## config.mk

```make
export PLATFORM = sky130hd
export DESIGN_NAME = supply_monitor_result_readout
export DESIGN_NICKNAME = d
export VERILOG_FILES = /design/src/core/sync3.v /design/src/core/supply_monitor_result_readout.v
export VERILOG_INCLUDE_DIRS = /design/src /design/src/core
export SDC_FILE = /design/constraint.sdc
export NUM_CORES = 1
export LEC_CHECK = 0
export ABC_AREA = 1
export CAP_MARGIN = 10
export CORE_MARGIN = 2
export CORE_UTILIZATION = 53
export DETAILED_ROUTE_END_ITERATION = 7
export DONT_BUFFER_PORTS = 1
export GPL_ROUTABILITY_DRIVEN = 0
export GPL_TIMING_DRIVEN = 1
export PLACE_DENSITY = 0.79
export SYNTH_ARGS = -nofsm -noshare
export SYNTH_HDL_FRONTEND = slang
export SYNTH_SLANG_ARGS = --single-unit
```

## constraint.sdc

```tcl
create_clock -name sys_clk_i -period 3.3 [get_ports sys_clk_i]
set_input_delay 0.495 -clock sys_clk_i [delete_from_list [all_inputs] [get_ports sys_clk_i]]
set_output_delay 0.495 -clock sys_clk_i [all_outputs]
set_load 0.01 [all_outputs]
```

## src/core/supply_monitor_defines.vh

```
// Constants for the auxiliary supply monitor readout block.
// Assumes a single 20 MHz system clock and a synchronous active-low reset.
// Contract
// - Alarm high while supply outside thresholds
// - Busy high for each whole conversion
// - Channel code presented when busy falls
// - Channel 02h result lands at index 02h
// - Strobe captures index, drives register contents
// - End-of-sequence pulses one cycle per pass
// - Strobe from end-of-sequence yields result, valid flag
// - Conversion takes 26 converter clock cycles
// - Without port clock, alarm continues, no readout
`ifndef SUPPLY_MONITOR_DEFINES_VH
`define SUPPLY_MONITOR_DEFINES_VH

`define AUX_SUPPLY_RESULT_IDX 7'h02
`define CAL_CHANNEL 5'h08
`define AUX_CHANNEL 5'h02
`define CONV_CYCLES 5'h1A
`define CLK_DIV_RESET 8'h0A
`define CLK_DIV_MIN 8'h02
`define UPPER_THRESH_RESET 16'hE000
`define LOWER_THRESH_RESET 16'hCAAA
`define AVG_SHIFT 4
`define AVG_COUNT 5'h10
`define PORT_CLK_TIMEOUT 8'h10

`endif

```

## src/core/sync3.v

```verilog
// Three-stage input synchroniser with agreement filter.
// Assumes the input is asynchronous to sys_clk_i.
`timescale 1ns/1ps
`default_nettype none
module sync3 (
  input wire sys_clk_i,
  input wire rst_b_i,
  input wire async_i,
  output reg level_o
);
  reg s1_q;
  reg s2_q;
  reg s3_q;

  // Only the second and third stages are compared; the first may be metastable
  always @(posedge sys_clk_i) begin
    if (!rst_b_i) begin
      s1_q <= 1'b0;
      s2_q <= 1'b0;
      s3_q <= 1'b0;
      level_o <= 1'b0;
    end else begin
      s1_q <= async_i;
      s2_q <= s1_q;
      s3_q <= s2_q;
      if (s2_q == s3_q) begin
        level_o <= s3_q;
      end
    end
  end
endmodule
`default_nettype wire

```

## src/core/supply_monitor_result_readout.v

```verilog
// Digital side of the auxiliary supply monitor: sequencer, averaging, alarm
// and a read-only register port. Assumes the converter's raw sample arrives
// on sample_i and is taken at the end of each conversion, and that the port
// clock is sampled on sys_clk_i only to detect its presence. Reads are refused
// while the port clock is absent; conversions and the alarm keep running.
`timescale 1ns/1ps
`default_nettype none
`include "supply_monitor_defines.vh"
module supply_monitor_result_readout (
  input wire sys_clk_i,
  input wire rst_b_i,
  input wire port_clock_i,
  input wire [7:0] clk_div_i,
  input wire [15:0] upper_thresh_i,
  input wire [15:0] lower_thresh_i,
  input wire [15:0] sample_i,
  input wire port_access_strobe_i,
  input wire port_write_strobe_i,
  input wire [6:0] port_register_index_i,
  output reg [15:0] read_data_o,
  output reg read_valid_flag_o,
  output reg busy_o,
  output reg [4:0] channel_o,
  output reg end_of_sequence_o,
  output reg aux_alarm_o
);
  localparam ST_IDLE = 1'b0;
  localparam ST_CONV = 1'b1;

  wire port_clk_lvl;
  reg port_clk_prev_q;
  reg [7:0] clk_gap_q;
  reg port_clk_present_q;
  reg [7:0] div_cnt_q;
  reg conv_tick;
  reg [4:0] conv_cnt_q;
  reg state_q;
  reg [4:0] cur_chan_q;
  reg [19:0] acc_q;
  reg [4:0] avg_cnt_q;
  reg [15:0] aux_supply_result_q;
  reg [15:0] cal_result_q;
  reg read_pend_q;
  reg [6:0] idx_q;
  wire [7:0] div_eff;
  wire [19:0] acc_next;
  wire [19:0] avg_full;

  // Pin samples pass the three-stage filter
  sync3 u_port_clk_sync (
    .sys_clk_i(sys_clk_i),
    .rst_b_i(rst_b_i),
    .async_i(port_clock_i),
    .level_o(port_clk_lvl)
  );

  // Outside-window test shared by alarm path
  function outside;
    input [15:0] v;
    input [15:0] lo;
    input [15:0] hi;
    begin
      outside = (v > hi) || (v < lo);
    end
  endfunction

  // Register map decode: index 02h holds the averaged auxiliary result,
  // 08h the last calibration sample, everything else reads zero
  function [15:0] map_read;
    input [6:0] idx;
    input [15:0] aux;
    input [15:0] cal;
    begin
      if (idx == `AUX_SUPPLY_RESULT_IDX) begin
        map_read = aux;
      end else if (idx == {2'b00, `CAL_CHANNEL}) begin
        map_read = cal;
      end else begin
        map_read = 16'h0000;
      end
    end
  endfunction

  // Divider of one would tick the converter every cycle and zero only every 256; clamp both to two
  assign div_eff = (clk_div_i < `CLK_DIV_MIN) ? `CLK_DIV_MIN : clk_div_i;

  // Running window sum including the sample now arriving; sixteen 16-bit
  // samples fit in 20 bits, so the sum never wraps
  assign acc_next = acc_q + {4'h0, sample_i};

  // Dividing by the window length leaves the top four bits zero, so the
  // low 16 bits carry the whole average
  assign avg_full = acc_next >> `AVG_SHIFT;

  // Port clock presence: any filtered level change within the timeout window.
  // Limitation: the pin is sampled on the system clock, so a port clock whose
  // sampled pattern flips every cycle never passes the agreement filter and
  // reads as absent; the port clock must beat slowly against sys_clk_i, with
  // half of that beat period shorter than the timeout.
  always @(posedge sys_clk_i) begin
    if (!rst_b_i) begin
      port_clk_prev_q <= 1'b0;
      clk_gap_q <= 8'h00;
      port_clk_present_q <= 1'b0;
    end else begin
      port_clk_prev_q <= port_clk_lvl;
      if (port_clk_lvl != port_clk_prev_q) begin
        clk_gap_q <= 8'h00;
        port_clk_present_q <= 1'b1;
      end else if (clk_gap_q == `PORT_CLK_TIMEOUT) begin
        port_clk_present_q <= 1'b0;
      end else begin
        clk_gap_q <= clk_gap_q + 8'h01;
      end
    end
  end

  // Converter clock: runs from the local clock so monitoring never stops.
  // A tick every div_eff system cycles stands in for the converter clock.
  always @* begin
    conv_tick = (div_cnt_q == div_eff - 8'h01);
  end

  // Divider counter wraps on each tick
  always @(posedge sys_clk_i) begin
    if (!rst_b_i) begin
      div_cnt_q <= 8'h00;
    end else if (conv_tick) begin
      div_cnt_q <= 8'h00;
    end else begin
      div_cnt_q <= div_cnt_q + 8'h01;
    end
  end

  // Sequencer: calibration channel then auxiliary supply, 26 ticks each.
  // Busy rises on a tick, falls on the 26th tick after it and stays low for
  // one tick before the next conversion, so it pulses once per conversion.
  // channel_o and end_of_sequence_o move on the same edge as the busy fall.
  always @(posedge sys_clk_i) begin
    if (!rst_b_i) begin
      state_q <= ST_IDLE;
      conv_cnt_q <= 5'h00;
      cur_chan_q <= `CAL_CHANNEL;
      busy_o <= 1'b0;
      channel_o <= 5'h00;
      end_of_sequence_o <= 1'b0;
      acc_q <= 20'h00000;
      avg_cnt_q <= 5'h00;
      aux_supply_result_q <= 16'h0000;
      cal_result_q <= 16'h0000;
      aux_alarm_o <= 1'b0;
    end else begin
      end_of_sequence_o <= 1'b0;
      case (state_q)
        ST_IDLE: begin
          if (conv_tick) begin
            state_q <= ST_CONV;
            busy_o <= 1'b1;
            conv_cnt_q <= 5'h00;
          end
        end
        ST_CONV: begin
          if (conv_tick) begin
            if (conv_cnt_q == `CONV_CYCLES - 5'h01) begin
              busy_o <= 1'b0;
              channel_o <= cur_chan_q;
              state_q <= ST_IDLE;
              if (cur_chan_q == `CAL_CHANNEL) begin
                cal_result_q <= sample_i;
                cur_chan_q <= `AUX_CHANNEL;
              end else begin
                cur_chan_q <= `CAL_CHANNEL;
                end_of_sequence_o <= 1'b1;
                if (avg_cnt_q == `AVG_COUNT - 5'h01) begin
                  // Result slot for channel 02h sits at index 02h
                  aux_supply_result_q <= avg_full[15:0];
                  // Alarm judges the same average that the port will show
                  aux_alarm_o <= outside(avg_full[15:0], lower_thresh_i, upper_thresh_i);
                  acc_q <= 20'h00000;
                  avg_cnt_q <= 5'h00;
                end else begin
                  acc_q <= acc_next;
                  avg_cnt_q <= avg_cnt_q + 5'h01;
                end
              end
            end else begin
              conv_cnt_q <= conv_cnt_q + 5'h01;
            end
          end
        end
        default: state_q <= ST_IDLE;
      endcase
    end
  end

  // Register port: strobe latches index, data follows one cycle later.
  // Timing: strobe sampled on edge n, index held in idx_q, data and the
  // one-cycle valid flag appear after edge n+1. Back-to-back strobes each
  // get their own answer because the pending bit is rebuilt every cycle.
  // Writes are ignored; the map is read only
  always @(posedge sys_clk_i) begin
    if (!rst_b_i) begin
      read_pend_q <= 1'b0;
      idx_q <= 7'h00;
      read_data_o <= 16'h0000;
      read_valid_flag_o <= 1'b0;
    end else begin
      read_valid_flag_o <= 1'b0;
      read_pend_q <= 1'b0;
      if (port_access_strobe_i && !port_write_strobe_i && port_clk_present_q) begin
        idx_q <= port_register_index_i;
        read_pend_q <= 1'b1;
      end
      // Data holds between reads so capture logic sees a settled bus
      if (read_pend_q) begin
        read_valid_flag_o <= 1'b1;
        read_data_o <= map_read(idx_q, aux_supply_result_q, cal_result_q);
      end
    end
  end
endmodule
`default_nettype wire

```

== Yosys cells after proc, flatten, opt, wreduce, memory -nomap -nowiden ==
Cells that the tools add are included.
Widths: inputs -> output; s select.

* Register bits after elaboration: 123
* Output and inout bits: 25
* Word-level logic and storage cells: 85

* Add/sub/neg operators: 6
* Order comparisons: 3
* Eq/ne operators: 13
* Muxes and demuxes: 23
* Bitwise operators: 3
* Reduce and logical (&&, ||, !) cells: 14

{| class="wikitable"
|+ Operator list
! cell !! count
|-
| $mux 16 || 2
|-
| $add 20x16->20 || 1
|-
| $mux 20 || 1
|-
| $mux 5 || 4
|-
| $add 8x1->8 const B || 2
|-
| $gt 16x16->1 || 1
|-
| $lt 16x16->1 || 1
|-
| $reduce_and 4->1 || 3
|-
| $mux 1 || 11
|-
| $add 5x1->5 const B || 2
|-
| $eq 5x4->1 const B || 2
|-
| $pmux 5 s2 || 1
|-
| $reduce_and 3->1 || 3
|-
| $eq 8x5->1 const B || 1
|-
| $eq 8x8->1 || 1
|-
| $lt 8x2->1 const B || 1
|-
| $mux 8 || 1
|-
| $sub 8x1->8 const B || 1
|-
| $eq 7x2->1 const B || 1
|-
| $eq 7x4->1 const B || 1
|-
| $ne 2x2->1 const B || 3
|-
| $eq 5x5->1 const B || 1
|-
| $reduce_and 5->1 || 1
|-
| $mux 4 || 1
|-
| other kinds (10) || 15
|}

== Logic depth before layout (Yosys ltp) ==
* Word-level depth: 6
* Gate-level depth with buffers: 22
* Mapped depth without buffers: 22

== By module ==
Synthesis repeated with hierarchy kept, for this count alone.

* Cells, all modules: 991
* Area, all modules: 6847.8 sq um

{| class="wikitable"
|+ By module, submodules not included
! module !! times used !! cells an instance !! area each (sq um) !! seq. area each (sq um)
|-
| supply_monitor_result_readout || 1 || 978 || 6731.5 || 2262.2
|-
| sync3 || 1 || 13 || 116.4 || 80.1
|}

== Worst setup path after synthesis ==
No wires, ideal clock.

* Path kind: input to register
* Start point: input port sample_i[0]
* End point: register aux_alarm_o
* Library setup time: 0.070 ns
* Arrival time: 2.936 ns
* Path slack: 0.293 ns
* Cell stages on the path: 19
* Path buffers: 0
* Cell sequence: ha_1 fa_1 nand3_1 nand2_1 nand2_1 nand2_1 a21oi_1 o21ai_0 xnor2_1 inv_1 ha_1 nand2_1 o21a_1 o221a_2 nand2_1 nand2_1 nand2_1 nand3_1 a21oi_1

* Longest elaborated chain between the ends: 3
* Elaborated cells on any way between the ends: 4

{| class="wikitable"
|+ RTL lines
! element !! line !! source
|-
| start: declaration || supply_monitor_result_readout.v:16 || <nowiki>input wire [15:0] sample_i,</nowiki>
|-
| $add 20x16->20 * || supply_monitor_result_readout.v:89 || <nowiki>assign acc_next = acc_q + {4'h0, sample_i};</nowiki>
|-
| via acc_next[14] || supply_monitor_result_readout.v:46 || <nowiki>wire [19:0] acc_next;</nowiki>
|-
| $gt 16x16->1 or $lt 16x16->1 (tied branches) || supply_monitor_result_readout.v:63 || <nowiki>outside = (v > hi) || (v < lo);</nowiki>
|-
| $logic_or 1x1->1 * || supply_monitor_result_readout.v:63 ||
|-
| end signal: assignment || supply_monitor_result_readout.v:178 || <nowiki>aux_alarm_o <= outside(avg_full[15:0], lower_thresh_i, upper_thresh_i);</nowiki>
|-
| end: declaration || supply_monitor_result_readout.v:25 || <nowiki>output reg aux_alarm_o</nowiki>
|}

Mark *: on every way through the listed nets, which the timed path passes. The rest lies on a longest branch.
A chain may end at the register's enable or synchronous reset.

== Worst setup path after layout ==
* Start point: register acc_q[0]
* End point: register aux_alarm_o

* Longest elaborated chain between the ends: 3
* Elaborated cells on any way between the ends: 4

{| class="wikitable"
|+ RTL lines
! element !! line !! source
|-
| start: declaration || supply_monitor_result_readout.v:39 || <nowiki>reg [19:0] acc_q;</nowiki>
|-
| start signal: assignment || supply_monitor_result_readout.v:182 || <nowiki>acc_q <= acc_next;</nowiki>
|-
| $add 20x16->20 * || supply_monitor_result_readout.v:89 ||
|-
| via acc_next[18] || supply_monitor_result_readout.v:46 ||
|-
| $gt 16x16->1 or $lt 16x16->1 (tied branches) || supply_monitor_result_readout.v:63 ||
|-
| $logic_or 1x1->1 * || supply_monitor_result_readout.v:63 ||
|}

Marked as above.

==> impl_metrics.json <==
{
  "root_buffer": "clkbuf_16",
  "cts_buffers": 17,
  "final_nets": 1083,
  "ys_types": 40,
  "ys.flop_type": "dfxtp_1",
  "syn_avg_cell_area_um2": 7.11,
  "syn_to_final_growth_pct": 12.7,
  "crit_fanout": 4,
  "antenna_found_initial": 0,
  "cts_setup_buffers": 0,
  "maxSlewViolCount": 0,
  "drive_gt1_share_pct": 8.02,
  "hpwl_mm": 11.9,
  "diodes": 0,
  "post-route-util_pct": 60.9,
  "rows": 41,
  "setup_violations": 0,
  "initial_utilization_pct": 54.0,
  "vdd_drop_max_mv": 0.443,
  "dieArea_um2": 13700,
  "core-area_um2": 12600,
  "netlist_area_um2": 6790,
  "fin_crit_ps": 3030,
  "wirelength_mm": 16.3,
  "syn-instance-count": 955,
  "wl_per_cell_um": 14.3,
  "cp_top_family": "simple AND/OR/NAND/NOR gates",
  "cts_tree": "built",
  "grt_max_degree": 46,
  "tightest_slew_ps": 1020,
  "io_buffers": 0,
  "cap_violations": 0,
  "dr.pass1.iters": 5,
  "clock.fmax_mhz": 330,
  "max_stage_delay_ps": 360,
  "final_common_cell": "nand2_1",
  "drc": 0,
  "max-slew-margin-rel_pct": 32.1,
  "skew_ps": 6.66,
  "worst_path_most_repeated_cell": "nand2_1",
  "io_pins": 93,
  "grt_remaining_overflow": 0,
  "clock_latency_ps": 420,
  "grt_pass1_wl_mm": 26.5,
  "ys_ff_latch": 117,
  "die_y_um": 117,
  "first_iter_violations": 435,
  "ys_warn_count": 0,
  "cp-start-kind": "flop",
  "vias_per_cell": 5.47,
  "critPathSlowestCell": "fa_2",
  "outcome": "finished clean",
  "synth-edff-count": 0,
  "vias": 6258,
  "antenna_left": 0,
  "grtUsageTotal_pct": 24.4,
  "cp_cell_sequence": "ha_1 > fa_2 > nand3_1 > nand2_1 > nand3_1 > o2111ai_1 > nand2_1 > nand2_1 > nand3_1 > nand2_2 > ha_4 > nand4_1 > o221a_2 > nand2_1 > nand2_1 > nand2_1 > nand3_1 > a21oi_1",
  "synthArstFlopShare_pct": 0,
  "critical_path_arrival_ps": 3370,
  "end_kind": "flop",
  "crit_type": "reg2reg",
  "grt_pass1_vias": 5664,
  "period_share_pct": 91.9,
  "hold_viol": 0,
  "cts.sinks": 117,
  "final_cell_mix": "212 x nand2_1, 117 x dfxtp_1, 110 x inv_1",
  "power.leakage_nw": 3.34,
  "path_clk_slew_ps": 60,
  "power_density_nw_per_um2": 471,
  "clockBufferDepth": 2,
  "worstPathBufferInverterCount": 0,
  "htree_levels": 4,
  "seq_area_frac_synth_pct": 34.5,
  "p_total_mw": 3.60,
  "die_w_um": 117,
  "crit_required_ps": 3640,
  "hold_path_class": "in2reg"
}
[report_power, final]
group,leakage (nW),switching [mW],internal (mW),total (mW)
clock,0.304,0.684,1.27,1.95
sequential,0.944,0.00965,1.42,1.43
combinational,2.10,0.136,0.0826,0.219
[final timing paths]
| path | from | to | slack, ps | cells after the start |
|---|---|---|---|---|
| worst max-delay path | acc_q[0]$_SDFFE_PN0P_ | aux_alarm_o$_SDFFE_PN0P_ | 270 | 18 |
| worst min-delay path | rst_b_i | read_valid_flag_o$_SDFF_PN0_ | 180 | 2 |
| worst min register to register | u_port_clk_sync.s1_q$_SDFF_PN0_ | u_port_clk_sync.s2_q$_SDFF_PN0_ | 420 | 2 |
| worst max register to register | acc_q[0]$_SDFFE_PN0P_ | aux_alarm_o$_SDFFE_PN0P_ | 270 | 18 |
[area by class of cell]
class | count | area, um^2
Clock buffer | 17 | 425
Timing Repair Buffer | 20 | 163
Multi-Input combinational cell | 689 | 3870
Inverter | 115 | 432
Sequential cell | 117 | 2340
Fill cell | 1139 | 4920
Tap cell | 172 | 215
Clock inverter | 15 | 203
[per-layer routing]
layer	up-vias	wire, um	share of wire, %	global-route usage (%)
li1	3188	-	-	-
met1	2812	7350	45	32.8
met2	235	7400	45	38.4
met3	23	1350	8.3	6.64
met4	0	236	1.4	7.69
met5	-	0	0	0
[sequential cells by signal, summed over array words and instances, names as in the netlist, 2 cells and up]
signal / cells
acc_q: 20
aux_supply_result_q: 16
cal_result_q: 16
read_data_o: 16
clk_gap_q: 8
div_cnt_q: 8
idx_q: 7
avg_cnt_q: 5
conv_cnt_q: 5
channel_o: 2
cur_chan_q: 2
[repair_timing]
action,CTS,global route
hold buffers,0,0
resized for setup,0,10
endpoints found under the setup margin,0,1
[stage by stage]
step / TNS, ps / hold slack [ps] / instance area (um^2) / setup WS [ps] / instances
2_1_floorplan: 0 / 390 / 6800 / 293 / 957
3_3_place_gp: 0 / 398 / 6980 / 112 / 1113
3_5_place_dp: 0 / 399 / 6980 / 12.7 / 1113
4_1_cts: 0 / 172 / 7600 / 221 / 1145
5_1_grt: -49.7 / 179 / 7650 / -49.7 / 1145
6_report: 0 / 183 / 7650 / 269 / 1145
[worst reg2reg max path, delay by kind of cell (launching register included)]
family          cells  cell delay, ps
compound gates      3             570
fa+ha+maj           3             870
flops               1             310
simple gates       12            1220
[Yosys cell counts (all sizes together) (16+ instances only)]
master	instances	area share, %
nand2	215	12
dfxtp	117	34
inv	113	6.2
a21oi	100	7.4
nand3	96	7.2
nor2	79	4.8
ha	54	10
nand4	33	3.3
o21ai	28	2.1
xor2	25	3.2
clkbuf	20	1.1
buf	16	1.8
[logic make-up (layout without fill, tap and decap cells)]
kind of cell,after synthesis,count (layout),share of synthesized area (%)
buffers and inverters,151,167,9.31
and+or+nand+nor,440,440,28.7
DFF,117,117,34.5
adders and majority gates,55,55,10.2
xor gates and xnor gates,33,33,4.26
other,1,3,0.0552
AOI/OAI and AO/OA,158,158,12.9
No activity file was read; power rests on OpenSTA's default activity.
